## src/rtl/dtm_regs.vh

```
`ifndef DTM_REGS_VH
`define DTM_REGS_VH
// Register addresses (8-bit special-register space)
`define DTM_ADDR_CTRL     8'h88
`define DTM_ADDR_MODE     8'h89
`define DTM_ADDR_LOW0     8'h8a
`define DTM_ADDR_LOW1     8'h8b
`define DTM_ADDR_HIGH0    8'h8c
`define DTM_ADDR_HIGH1    8'h8d
`define DTM_ADDR_IRQ_STAT 8'h8e
`define DTM_ADDR_IRQ_MASK 8'h8f
// Mode register fields
`define DTM_U1_GATE       7
`define DTM_U1_CSEL       6
`define DTM_U1_MODE_HI    5
`define DTM_U1_MODE_LO    4
`define DTM_U0_GATE       3
`define DTM_U0_CSEL       2
`define DTM_U0_MODE_HI    1
`define DTM_U0_MODE_LO    0
// Control register fields
`define DTM_U1_FLAG       7
`define DTM_U1_RUN        6
`define DTM_U0_FLAG       5
`define DTM_U0_RUN        4
// Mode encodings
`define DTM_MODE_PRE13    2'h0
`define DTM_MODE_CNT16    2'h1
`define DTM_MODE_RELOAD8  2'h2
`define DTM_MODE_SPLIT    2'h3
// Prescaler width in mode 00
`define DTM_PRESCALE_MAX  5'h1f
// Reset values
`define DTM_RST_BYTE      8'h00
`define DTM_RST_IRQ       2'h0
`endif

```

## src/rtl/dtm_timer.v

```verilog
// Function
// - With the unit 1 gate bit set, unit 1 counts only while its external interrupt pin is high and its run bit is set, otherwise the run bit alone enables it.
// - With the unit 0 gate bit at bit 3 set, unit 0 counts only while its external interrupt pin is high and its run bit is set, otherwise the run bit alone enables it.
// - Unit 0 select bit 2 picks the internal clock when clear and falling edges of the unit 0 count pin when set.
// - Mode 00 makes the high byte an 8-bit counter behind a 5-bit prescaler in the low byte.
// - Mode 01 makes the two bytes one 16-bit counter with no prescaler.
// - Mode 10 counts in the low byte and reloads it from the high byte on overflow.
// - In unit 0 mode 11 the unit 0 low byte is an 8-bit counter under the normal unit 0 controls.
// - In unit 0 mode 11 the unit 0 high byte counts the internal clock only, under unit 1 controls.
// - Unit 1 in its own mode 11 stops and holds its value.
// - Overflow sets a unit's flag (in unit 0 mode 11 the unit 0 high byte sets unit 1's), service entry clears it, and software may set or clear it.
//
// Local design decision: the strobed register port.
`include "dtm_regs.vh"
`default_nettype none
module dtm_timer (
  input  wire       clk_i,
  input  wire       srst_i,
  input  wire [7:0] addr_i,
  input  wire [7:0] wdata_i,
  input  wire       wr_i,
  input  wire       rd_i,
  output reg  [7:0] rdata_o,
  input  wire       ext_irq0_pin_i,
  input  wire       ext_irq1_pin_i,
  input  wire       unit0_count_pin_i,
  input  wire       unit1_count_pin_i,
  input  wire       unit0_service_i,
  input  wire       unit1_service_i,
  output reg        unit0_overflow_flag_o,
  output reg        unit1_overflow_flag_o,
  output reg        irq_o
);

  reg  [7:0] timer_mode_select_ff;
  reg        unit0_run_ff;
  reg        unit1_run_ff;
  reg  [7:0] unit0_low_byte_ff;
  reg  [7:0] unit0_high_byte_ff;
  reg  [7:0] unit1_low_byte_ff;
  reg  [7:0] unit1_high_byte_ff;
  reg  [1:0] irq_stat_ff;
  reg  [1:0] irq_mask_ff;
  reg        cnt0_pin_d_ff;
  reg        cnt1_pin_d_ff;

  // Gated enable: run bit, optionally qualified by the interrupt pin
  function gate_ok;
    input run;
    input gate;
    input pin;
    begin
      gate_ok = run & (~gate | pin);
    end
  endfunction

  // Address decode shared by every register write
  function hit;
    input       strobe;
    input [7:0] addr;
    input [7:0] target;
    begin
      hit = strobe & (addr == target);
    end
  endfunction

  // One counting step: 16 bits plus carry out of the counting stage
  // Both units use this, so one copy of the mode arithmetic serves both
  function [16:0] step;
    input [1:0] mode;
    input [7:0] lo;
    input [7:0] hi;
    reg   [8:0] s;
    begin
      s = 9'h000;
      case (mode)
        `DTM_MODE_PRE13: begin
          // Upper three low-byte bits are left alone, as software wrote them
          if (lo[4:0] == `DTM_PRESCALE_MAX) begin
            s    = {1'b0, hi} + 9'h001;
            step = {s[8], s[7:0], lo[7:5], 5'h00};
          end else begin
            step = {1'b0, hi, lo[7:5], lo[4:0] + 5'h01};
          end
        end
        `DTM_MODE_CNT16: begin
          step = {1'b0, hi, lo} + 17'h0_0001;
        end
        `DTM_MODE_RELOAD8: begin
          // High byte is only a reload store here, it never counts
          if (lo == 8'hff) begin
            step = {1'b1, hi, hi};
          end else begin
            step = {1'b0, hi, lo + 8'h01};
          end
        end
        default: begin
          // Split mode is handled outside; here the unit simply holds
          step = {1'b0, hi, lo};
        end
      endcase
    end
  endfunction

  wire [1:0] mode0 = timer_mode_select_ff[`DTM_U0_MODE_HI:`DTM_U0_MODE_LO];
  wire [1:0] mode1 = timer_mode_select_ff[`DTM_U1_MODE_HI:`DTM_U1_MODE_LO];
  wire       split = (mode0 == `DTM_MODE_SPLIT);

  // Falling edge detect on count pins, inputs are already synchronous
  // A pin must stay low one clock to be seen, so slow edges only
  wire fall0 = cnt0_pin_d_ff & ~unit0_count_pin_i;
  wire fall1 = cnt1_pin_d_ff & ~unit1_count_pin_i;

  // Increment sources selected by the counter-select bits
  wire src0 = timer_mode_select_ff[`DTM_U0_CSEL] ? fall0 : 1'b1;
  wire src1 = timer_mode_select_ff[`DTM_U1_CSEL] ? fall1 : 1'b1;

  wire en0 = gate_ok(unit0_run_ff, timer_mode_select_ff[`DTM_U0_GATE],
                     ext_irq0_pin_i);
  wire en1 = gate_ok(unit1_run_ff, timer_mode_select_ff[`DTM_U1_GATE],
                     ext_irq1_pin_i);

  // Per-clock increment requests for each counting stage
  wire tick0 = en0 & src0;
  // Split high byte ignores select bit: internal clock only
  wire tick0h = split & en1;
  wire tick1 = en1 & src1 & (mode1 != `DTM_MODE_SPLIT);

  wire [16:0] nxt_u0 = step(mode0, unit0_low_byte_ff, unit0_high_byte_ff);
  wire [16:0] nxt_u1 = step(mode1, unit1_low_byte_ff, unit1_high_byte_ff);
  wire [8:0]  nxt_split_lo = {1'b0, unit0_low_byte_ff} + 9'h001;
  wire [8:0]  nxt_split_hi = {1'b0, unit0_high_byte_ff} + 9'h001;

  // Overflow is the carry out of the stage that is counting this cycle
  wire ovf0 = tick0 & (split ? nxt_split_lo[8] : nxt_u0[16]);
  // In split mode unit 1 keeps running but its flag belongs to the high byte
  wire ovf1 = split ? (tick0h & nxt_split_hi[8]) : (tick1 & nxt_u1[16]);

  // Write strobes per register; unmapped addresses simply match none
  wire wr_ctrl  = hit(wr_i, addr_i, `DTM_ADDR_CTRL);
  wire wr_mode  = hit(wr_i, addr_i, `DTM_ADDR_MODE);
  wire wr_low0  = hit(wr_i, addr_i, `DTM_ADDR_LOW0);
  wire wr_low1  = hit(wr_i, addr_i, `DTM_ADDR_LOW1);
  wire wr_high0 = hit(wr_i, addr_i, `DTM_ADDR_HIGH0);
  wire wr_high1 = hit(wr_i, addr_i, `DTM_ADDR_HIGH1);
  wire wr_stat  = hit(wr_i, addr_i, `DTM_ADDR_IRQ_STAT);
  wire wr_mask  = hit(wr_i, addr_i, `DTM_ADDR_IRQ_MASK);

  // Clear first, then set, so an event in the clear cycle is never lost
  wire [1:0] ovf_vec      = {ovf1, ovf0};
  wire [1:0] clr_vec      = wr_stat ? wdata_i[1:0] : 2'h0;
  wire [1:0] nxt_irq_stat = (irq_stat_ff & ~clr_vec) | ovf_vec;
  // Using the next mask keeps the pin in step with the mask register
  wire [1:0] nxt_irq_mask = wr_mask ? wdata_i[1:0] : irq_mask_ff;

  // Pin history for edge detection
  // Reset to the idle high level so release never fakes a falling edge
  always @(posedge clk_i) begin
    if (srst_i) begin
      cnt0_pin_d_ff <= 1'b1;
      cnt1_pin_d_ff <= 1'b1;
    end else begin
      cnt0_pin_d_ff <= unit0_count_pin_i;
      cnt1_pin_d_ff <= unit1_count_pin_i;
    end
  end

  // Mode and run bits
  // A mode change takes effect on the next clock, mid-count if running
  always @(posedge clk_i) begin
    if (srst_i) begin
      timer_mode_select_ff <= `DTM_RST_BYTE;
      unit0_run_ff         <= 1'b0;
      unit1_run_ff         <= 1'b0;
      irq_mask_ff          <= `DTM_RST_IRQ;
    end else begin
      if (wr_mode) begin
        timer_mode_select_ff <= wdata_i;
      end
      if (wr_ctrl) begin
        unit0_run_ff <= wdata_i[`DTM_U0_RUN];
        unit1_run_ff <= wdata_i[`DTM_U1_RUN];
      end
      if (wr_mask) begin
        irq_mask_ff <= wdata_i[1:0];
      end
    end
  end

  // Overflow flags: hardware set beats any clear in the same cycle
  // Trade-off: a software clear racing an overflow is ignored, never lost
  always @(posedge clk_i) begin
    if (srst_i) begin
      unit0_overflow_flag_o <= 1'b0;
      unit1_overflow_flag_o <= 1'b0;
    end else begin
      if (ovf0) begin
        unit0_overflow_flag_o <= 1'b1;
      end else if (wr_ctrl) begin
        unit0_overflow_flag_o <= wdata_i[`DTM_U0_FLAG];
      end else if (unit0_service_i) begin
        unit0_overflow_flag_o <= 1'b0;
      end
      if (ovf1) begin
        unit1_overflow_flag_o <= 1'b1;
      end else if (wr_ctrl) begin
        unit1_overflow_flag_o <= wdata_i[`DTM_U1_FLAG];
      end else if (unit1_service_i) begin
        unit1_overflow_flag_o <= 1'b0;
      end
    end
  end

  // Sticky interrupt status, write one to clear, set wins
  always @(posedge clk_i) begin
    if (srst_i) begin
      irq_stat_ff <= `DTM_RST_IRQ;
      irq_o       <= 1'b0;
    end else begin
      irq_stat_ff <= nxt_irq_stat;
      irq_o       <= |(nxt_irq_stat & nxt_irq_mask);
    end
  end

  // Unit 0 count bytes; a software write overrides counting
  // Write last so software always wins a same-cycle increment
  always @(posedge clk_i) begin
    if (srst_i) begin
      unit0_low_byte_ff  <= `DTM_RST_BYTE;
      unit0_high_byte_ff <= `DTM_RST_BYTE;
    end else begin
      if (split) begin
        if (tick0) begin
          unit0_low_byte_ff <= nxt_split_lo[7:0];
        end
        if (tick0h) begin
          unit0_high_byte_ff <= nxt_split_hi[7:0];
        end
      end else if (tick0) begin
        unit0_high_byte_ff <= nxt_u0[15:8];
        unit0_low_byte_ff  <= nxt_u0[7:0];
      end
      if (wr_low0) begin
        unit0_low_byte_ff <= wdata_i;
      end
      if (wr_high0) begin
        unit0_high_byte_ff <= wdata_i;
      end
    end
  end

  // Unit 1 count bytes; held while in its own mode 11
  // In split mode these still count, but their carry raises no flag
  always @(posedge clk_i) begin
    if (srst_i) begin
      unit1_low_byte_ff  <= `DTM_RST_BYTE;
      unit1_high_byte_ff <= `DTM_RST_BYTE;
    end else begin
      if (tick1) begin
        unit1_high_byte_ff <= nxt_u1[15:8];
        unit1_low_byte_ff  <= nxt_u1[7:0];
      end
      if (wr_low1) begin
        unit1_low_byte_ff <= wdata_i;
      end
      if (wr_high1) begin
        unit1_high_byte_ff <= wdata_i;
      end
    end
  end

  // Read data one cycle after the strobe, zero otherwise
  // Zero when idle keeps a shared read bus free of stale bytes
  // Bytes are read one at a time, so a running 16-bit count may tear
  always @(posedge clk_i) begin
    if (srst_i) begin
      rdata_o <= `DTM_RST_BYTE;
    end else if (rd_i) begin
      case (addr_i)
        `DTM_ADDR_CTRL:     rdata_o <= {unit1_overflow_flag_o, unit1_run_ff,
                                        unit0_overflow_flag_o, unit0_run_ff, 4'h0};
        `DTM_ADDR_MODE:     rdata_o <= timer_mode_select_ff;
        `DTM_ADDR_LOW0:     rdata_o <= unit0_low_byte_ff;
        `DTM_ADDR_LOW1:     rdata_o <= unit1_low_byte_ff;
        `DTM_ADDR_HIGH0:    rdata_o <= unit0_high_byte_ff;
        `DTM_ADDR_HIGH1:    rdata_o <= unit1_high_byte_ff;
        `DTM_ADDR_IRQ_STAT: rdata_o <= {6'h00, irq_stat_ff};
        `DTM_ADDR_IRQ_MASK: rdata_o <= {6'h00, irq_mask_ff};
        default:            rdata_o <= 8'h00;
      endcase
    end else begin
      rdata_o <= 8'h00;
    end
  end

endmodule
`default_nettype wire

```

## config.mk

```make
export PLATFORM = sky130hd
export DESIGN_NAME = dtm_timer
export DESIGN_NICKNAME = d
export VERILOG_FILES = /design/src/rtl/dtm_timer.v
export VERILOG_INCLUDE_DIRS = /design/src /design/src/rtl
export SDC_FILE = /design/constraint.sdc
export NUM_CORES = 1
export LEC_CHECK = 0
export ABC_AREA = 0
export BUFFER_PORTS_ARGS = -buffer_cell sky130_fd_sc_hd__buf_2
export CAP_MARGIN = 25
export CORE_UTILIZATION = 30
export CTS_BUF_LIST = sky130_fd_sc_hd__clkbuf_4 sky130_fd_sc_hd__clkbuf_8
export CTS_CLUSTER_SIZE = 10
export DETAILED_ROUTE_END_ITERATION = 16
export PLACE_DENSITY = 0.51
export SYNTH_ARGS = -nofsm -noshare
export SYNTH_HDL_FRONTEND = slang
export SYNTH_SLANG_ARGS = --single-unit
```

## constraint.sdc

```tcl
create_clock -name clk_i -period 6.1 [get_ports clk_i]
set_input_delay 0.61 -clock clk_i [delete_from_list [all_inputs] [get_ports clk_i]]
set_output_delay 0.61 -clock clk_i [all_outputs]
set_load 0.02 [all_outputs]
```

==> flow_summary.ini, run 1 <==
[status]
status = completed

[critical_path]
cp-start-kind = register
cp.required_ns = 6.37
cp-endpoint = unit1_low_byte_ff[6]
worstReg2RegEnd = unit1_low_byte_ff[6]
reg2reg_from = timer_mode_select_ff[5]
worst_path_max_delay_cell = a2111oi_1
cp.buffers_inverters = 0
worstPathArrival_ns = 2.98
crit_family = compound AO/OA/AOI/OAI gates
cp-end-kind = register
cp_max_fo = 15
reg2reg_depth = 6
startpoint = timer_mode_select_ff[5]
crit_type = reg2reg
path_cells = ha_1 > o21bai_1 > a2111oi_1 > nand4_1 > mux2i_1 > o31ai_1
cp.depth = 6
rrSetupSlack_ns = 3.40
critPathMaxStageDelay_ns = 0.83

[cts]
root_buffer = clkbuf_8
clock_path_buffers = 2
post_cts_resized = 0
cts_tree = done
holdBufCountCts = 0
cts.sinks = 59
postCtsSetupRepairBufs = 0
cts_buffers = 9
htreeDepth = 3
clock_latency_ns = 0.36
clk_pin_slew_ns = 0.07

[layout]
nFillCells = 1486
nNetsFinal = 582
drive_gt1_share_pct = 15.9
syn_to_final_growth_pct = 11.7
finish.utilization_pct = 34.2
diodes = 0

[timing]
fin_crit_sh_pct = 44.3
finClkSkew_ns = 0.00707
rsz0062_at_grt = no
timing.hold.ws_ns = 0.444
fin_setup_tns_ns = 0
setup_viol = 0
relSlewSlack_pct = 39.6
fmax_mhz = 370
finalHoldViolations = 0
max_slew.worst_pin.slew_ns = 0.904
min_period_ns = 2.70
drv_slew = 0

[synthesis]
synth-edff-count = 0
synthCells = 523
syn_area_per_cell_um2 = 8.13
yosysUniqueCellTypes = 74
synth_fa_ha_area_share_pct = 4.12
synthesis.nets = 563
synth_top_area_share_pct = 27.8
ys_warn_count = 0
synth_common_cells = dfxtp_1, nor2_1, nand2_1, o21ai_0, a21oi_1
synth-xor-area-share_pct = 1.44
synth_top_family_by_area = compound AO/OA/AOI/OAI gates
async_flop_share_pct = 0
synthFlopType = dfxtp_1
synth_compound_area_share_pct = 27.1
synth_top_cell_by_area = dfxtp_1
synthSimpleGateAreaFrac_pct = 25.6
synth.area.top_cells = dfxtp_1, mux2i_1, nor2_1
muxShareOfSynthArea_pct = 8.88
synth-seq-cells = 59
synth_seq_area_share_pct = 27.8
yosysMostFrequentCell = dfxtp_1
synthesis.area_um2 = 4250

[floorplan]
die_area_um2 = 14700
rows = 43
die_x_um = 121
io_pins = 37
initial_core_util_pct = 30.6
die_h_um = 121
core_area_um2 = 13900

[pwr]
peakVddDrop_v = 0.000101
p_leak_uw = 0.00168
pwr_density_cell_nw_per_um2 = 181

[placed_design]
place_congestion = 0.901
post-dp-hpwl_um = 11000
io_buffers = 36

[global_routing]
grt_max_degree = 59
grt_pass1_vias = 4095
grtUsageTotal_pct = 21.4
grt_first_pass_wirelength_um = 23500
grt-ovfl-total = 0
antenna_found_initial = 0

[flow_run]
max_cap_viol_count = 0

[hold_path]
hold_class = in2reg

[detailed_routing]
drc = 0
antenna_left = 0
vias = 4397
wl_um = 14800
wl_per_cell_um = 20.3
first_pass_iters = 5
first_iter_violations = 448
vias_per_cell = 6.05
## flip-flops by register name, indices dropped and copies added, names as in the netlist, 2 cells and up
register and count:
irq_stat_ff 2, unit1_low_byte_ff 8, irq_mask_ff 2, unit1_high_byte_ff 8, unit0_high_byte_ff 8, timer_mode_select_ff 8, unit0_low_byte_ff 8, rdata_o 8
## cell type report
cell class	count	area (µm²)	share of cell area, %
Clock inverter	5	75.1	1.58
Tap cell	180	225	4.74
Inverter	21	78.8	1.66
Timing Repair Buffer	37	188	3.95
Sequential cell	59	1180	24.9
Clock buffer	11	151	3.19
Multi-Input combinational cell	414	2850	60.0
## where the power goes
group          switching (µW)  internal (µW)  leakage (µW)
clock                     168            250      0.000119
sequential               1.38            386      0.000476
combinational            39.4           16.8       0.00108
total                     209            653       0.00168
## placed cells by master, fill, tap and decap left out, types with 4 or more instances in the layout
| cell | instances |
|---|---|
| nand3b_1 | 6 |
| nand4_1 | 14 |
| and4_1 | 7 |
| a221oi_1 | 11 |
| and3_1 | 7 |
| clkbuf_8 | 11 |
| nor3_1 | 16 |
| o31ai_1 | 7 |
| mux2_2 | 6 |
| o211ai_1 | 6 |
| or3_1 | 5 |
| mux2i_1 | 22 |
| a311oi_1 | 4 |
| xnor2_1 | 6 |
| o21ai_0 | 32 |
| or2_2 | 4 |
| nand3_1 | 17 |
| dfxtp_1 | 59 |
| nand2_1 | 34 |
| nand2b_1 | 8 |
| a21o_1 | 4 |
| a31o_2 | 4 |
| mux4_2 | 4 |
| nor2b_1 | 8 |
| inv_1 | 20 |
| buf_2 | 36 |
| a31oi_1 | 15 |
| nor2_1 | 53 |
| ha_1 | 14 |
| nor4_1 | 4 |
| a211oi_1 | 8 |
| a21oi_1 | 28 |
## cell families (layout without fill, tap and decap cells)
group | after synthesis | in the layout
and+or+nand+nor | 199 | 199
AOI/OAI and AO/OA | 162 | 162
DFF | 59 | 59
buffers and inverters | 50 | 74
muxes | 32 | 32
adders and majority gates | 14 | 14
xor gates and xnor gates | 7 | 7
## per-layer routing
metal | vias to the layer above | share of wire (%) | GRT usage [%] | wire [µm]
met5 | - | 0 | 0 | 0
met2 | 204 | 41 | 30.4 | 6110
li1 | 2049 | - | - | -
met4 | 0 | 3.6 | 10.8 | 532
met3 | 35 | 7.3 | 3.29 | 1080
met1 | 2109 | 48 | 30.8 | 7050
## per-stage QoR
step | worst slack, ns | instance area, µm² | total power (µW) | instances
global placement | 3.34 | 4530 | 452 | 711
finish | 3.40 | 4750 | 862 | 727
CTS | 3.43 | 4750 | 870 | 727
floorplan | 3.76 | 4250 | 427 | 523
detailed placement | 3.32 | 4530 | 452 | 711
global route | 3.04 | 4750 | 893 | 727
## how the worst min path moves through the flow
stage	from	endpoint	slack, ns	cells past startpoint
4_1_cts	unit1_count_pin_i	cnt1_pin_d_ff	0.43	2
3_3_place_gp	irq_stat_ff[0]	irq_stat_ff[0]	0.53	2
3_5_place_dp	irq_stat_ff[0]	irq_stat_ff[0]	0.52	2
5_1_grt	unit1_count_pin_i	cnt1_pin_d_ff	0.45	2
2_1_floorplan	irq_stat_ff[0]	irq_stat_ff[0]	0.46	2
6_report	unit1_count_pin_i	cnt1_pin_d_ff	0.44	2
Power figures use the tool's default switching activity.
==> run 2: changes to the inputs <==
- PLACE_DENSITY: 0.51 -> 0.52
- clock period: 6.1 -> 2.45 ns (I/O delays scaled with it)
==> flow_summary.ini, run 2 (synthesis gave the netlist of run 1 again) <==
[status]
status = completed

[timing]
fin_crit_sh_pct = 93.2
rsz0062_at_grt = no
relSlewSlack_pct = 56.2
fmax_mhz = 438
finalHoldViolations = 0
max_slew.worst_pin.slew_ns = 0.650
finClkSkew_ns = 0.0188
min_period_ns = 2.28
fin_setup_tns_ns = 0
timing.hold.ws_ns = 0.0803
setup_viol = 0
drv_slew = 0

[placed_design]
post-dp-hpwl_um = 11900
placed_area_um2 = 4780
io_buffers = 36
place_congestion = 0.903

[floorplan]
die_area_um2 = 14700
core_area_um2 = 13900
rows = 43
die_h_um = 121
io_pins = 37
initial_core_util_pct = 30.6
die_x_um = 121

[cts]
clk_pin_slew_ns = 0.08
cts.sinks = 59
postCtsSetupRepairBufs = 0
cts_tree = done
htreeDepth = 3
clock_path_buffers = 2
clock_latency_ns = 0.37
cts_buffers = 9
root_buffer = clkbuf_8

[layout]
finish.utilization_pct = 36.1
layout_common_cells = dfxtp_1, nor2_1, buf_2
multiInputGateArea_um2 = 2890
syn_to_final_growth_pct = 17.8
fin_area_um2 = 5010
diodes = 0
nNetsFinal = 616
drive_gt1_share_pct = 22.4
final-seq-area_um2 = 1180
final_common_cell = dfxtp_1
nFillCells = 1482

[critical_path]
crit_type = reg2reg
worst_path_max_delay_cell = dfxtp_1
cp-end-kind = register
cp-start-kind = register
path_cells = ha_2 > and3_1 > ha_1 > nand2_1 > a21boi_1 > a21o_2 > a31oi_1 > a221oi_1
critPathMaxStageDelay_ns = 0.46
cp.required_ns = 2.72
cp_max_fo = 9
crit_family = compound AO/OA/AOI/OAI gates
cp.buffers_inverters = 0
worstPathArrival_ns = 2.55

[detailed_routing]
vias_per_cell = 5.98
wl_per_cell_um = 20.9
antenna_left = 0
drc = 0
first_pass_iters = 7
wl_um = 15900
first_iter_violations = 496
vias = 4551

[pwr]
p_leak_uw = 0.00185
peakVddDrop_v = 0.000251
pwr_density_cell_nw_per_um2 = 405

[global_routing]
grt_pass1_vias = 4195
grtUsageTotal_pct = 22.5
grt_max_degree = 23
antenna_found_initial = 0
grt_first_pass_wirelength_um = 24600
grt-ovfl-total = 0

[flow_run]
max_cap_viol_count = 0

[hold_path]
hold_class = in2reg
-- run 2: changes by cell type in the layout (fill, tap and decap cells not counted), sizes merged --
cell,before,now
clkbuf,11,9
clkinv,3,4
buf,37,71
clkinvlp,0,2
bufinv,2,1
-- run 2: what timing repair did --
action                                  4_1_cts  5_1_grt
gates resized for setup                       0       11
endpoints found under the setup margin        0       16
hold buffers                                  0        0
-- run 2: power by group --
group / total (µW) / switching (µW) / leakage, µW / internal (µW)
Clock: 911 / 446 / 0.0000950 / 465
Combinational: 153 / 104 / 0.00127 / 48.8
Sequential: 964 / 2.88 / 0.000476 / 962
-- run 2: layout make-up --
type | instances | share of cell area, %
Multi-Input combinational cell | 414 | 57.7
Sequential cell | 59 | 23.6
Timing Repair Buffer | 71 | 8.84
Tap cell | 180 | 4.49
Clock buffer | 9 | 2.47
Inverter | 21 | 1.57
Clock inverter | 7 | 1.37
-- run 2: per-stage QoR --
stage	setup slack (ns)	cells	total power, µW
finish	0.166	761	2030
global route	0.0297	761	2090
CTS	0.0482	761	2040
detailed placement	0.0742	745	1140
global placement	0.141	745	1130
floorplan	0.105	523	1060
-- run 2: per-layer routing --
metal	wire length (µm)	track usage, %
met3	1510	5.17
met4	408	9.57
met5	0	0
met1	7180	31.7
met2	6810	32.4
-- run 2: final timing paths --
path	from	to	slack, ns	cells past startpoint
max	unit0_low_byte_ff[1]	unit0_high_byte_ff[7]	0.17	8
min	unit1_count_pin_i	cnt1_pin_d_ff	0.08	2
max reg2reg	unit0_low_byte_ff[1]	unit0_high_byte_ff[7]	0.17	8
min reg2reg	irq_stat_ff[0]	irq_stat_ff[0]	0.54	2
-- run 2: worst register-to-register path, stage by stage, from the launching register on --
cell      delay [ns]
dfxtp_1         0.46
ha_2            0.32
and3_1          0.18
ha_1            0.25
nand2_1         0.10
a21boi_1        0.22
a21o_2          0.28
a31oi_1         0.10
a221oi_1        0.27
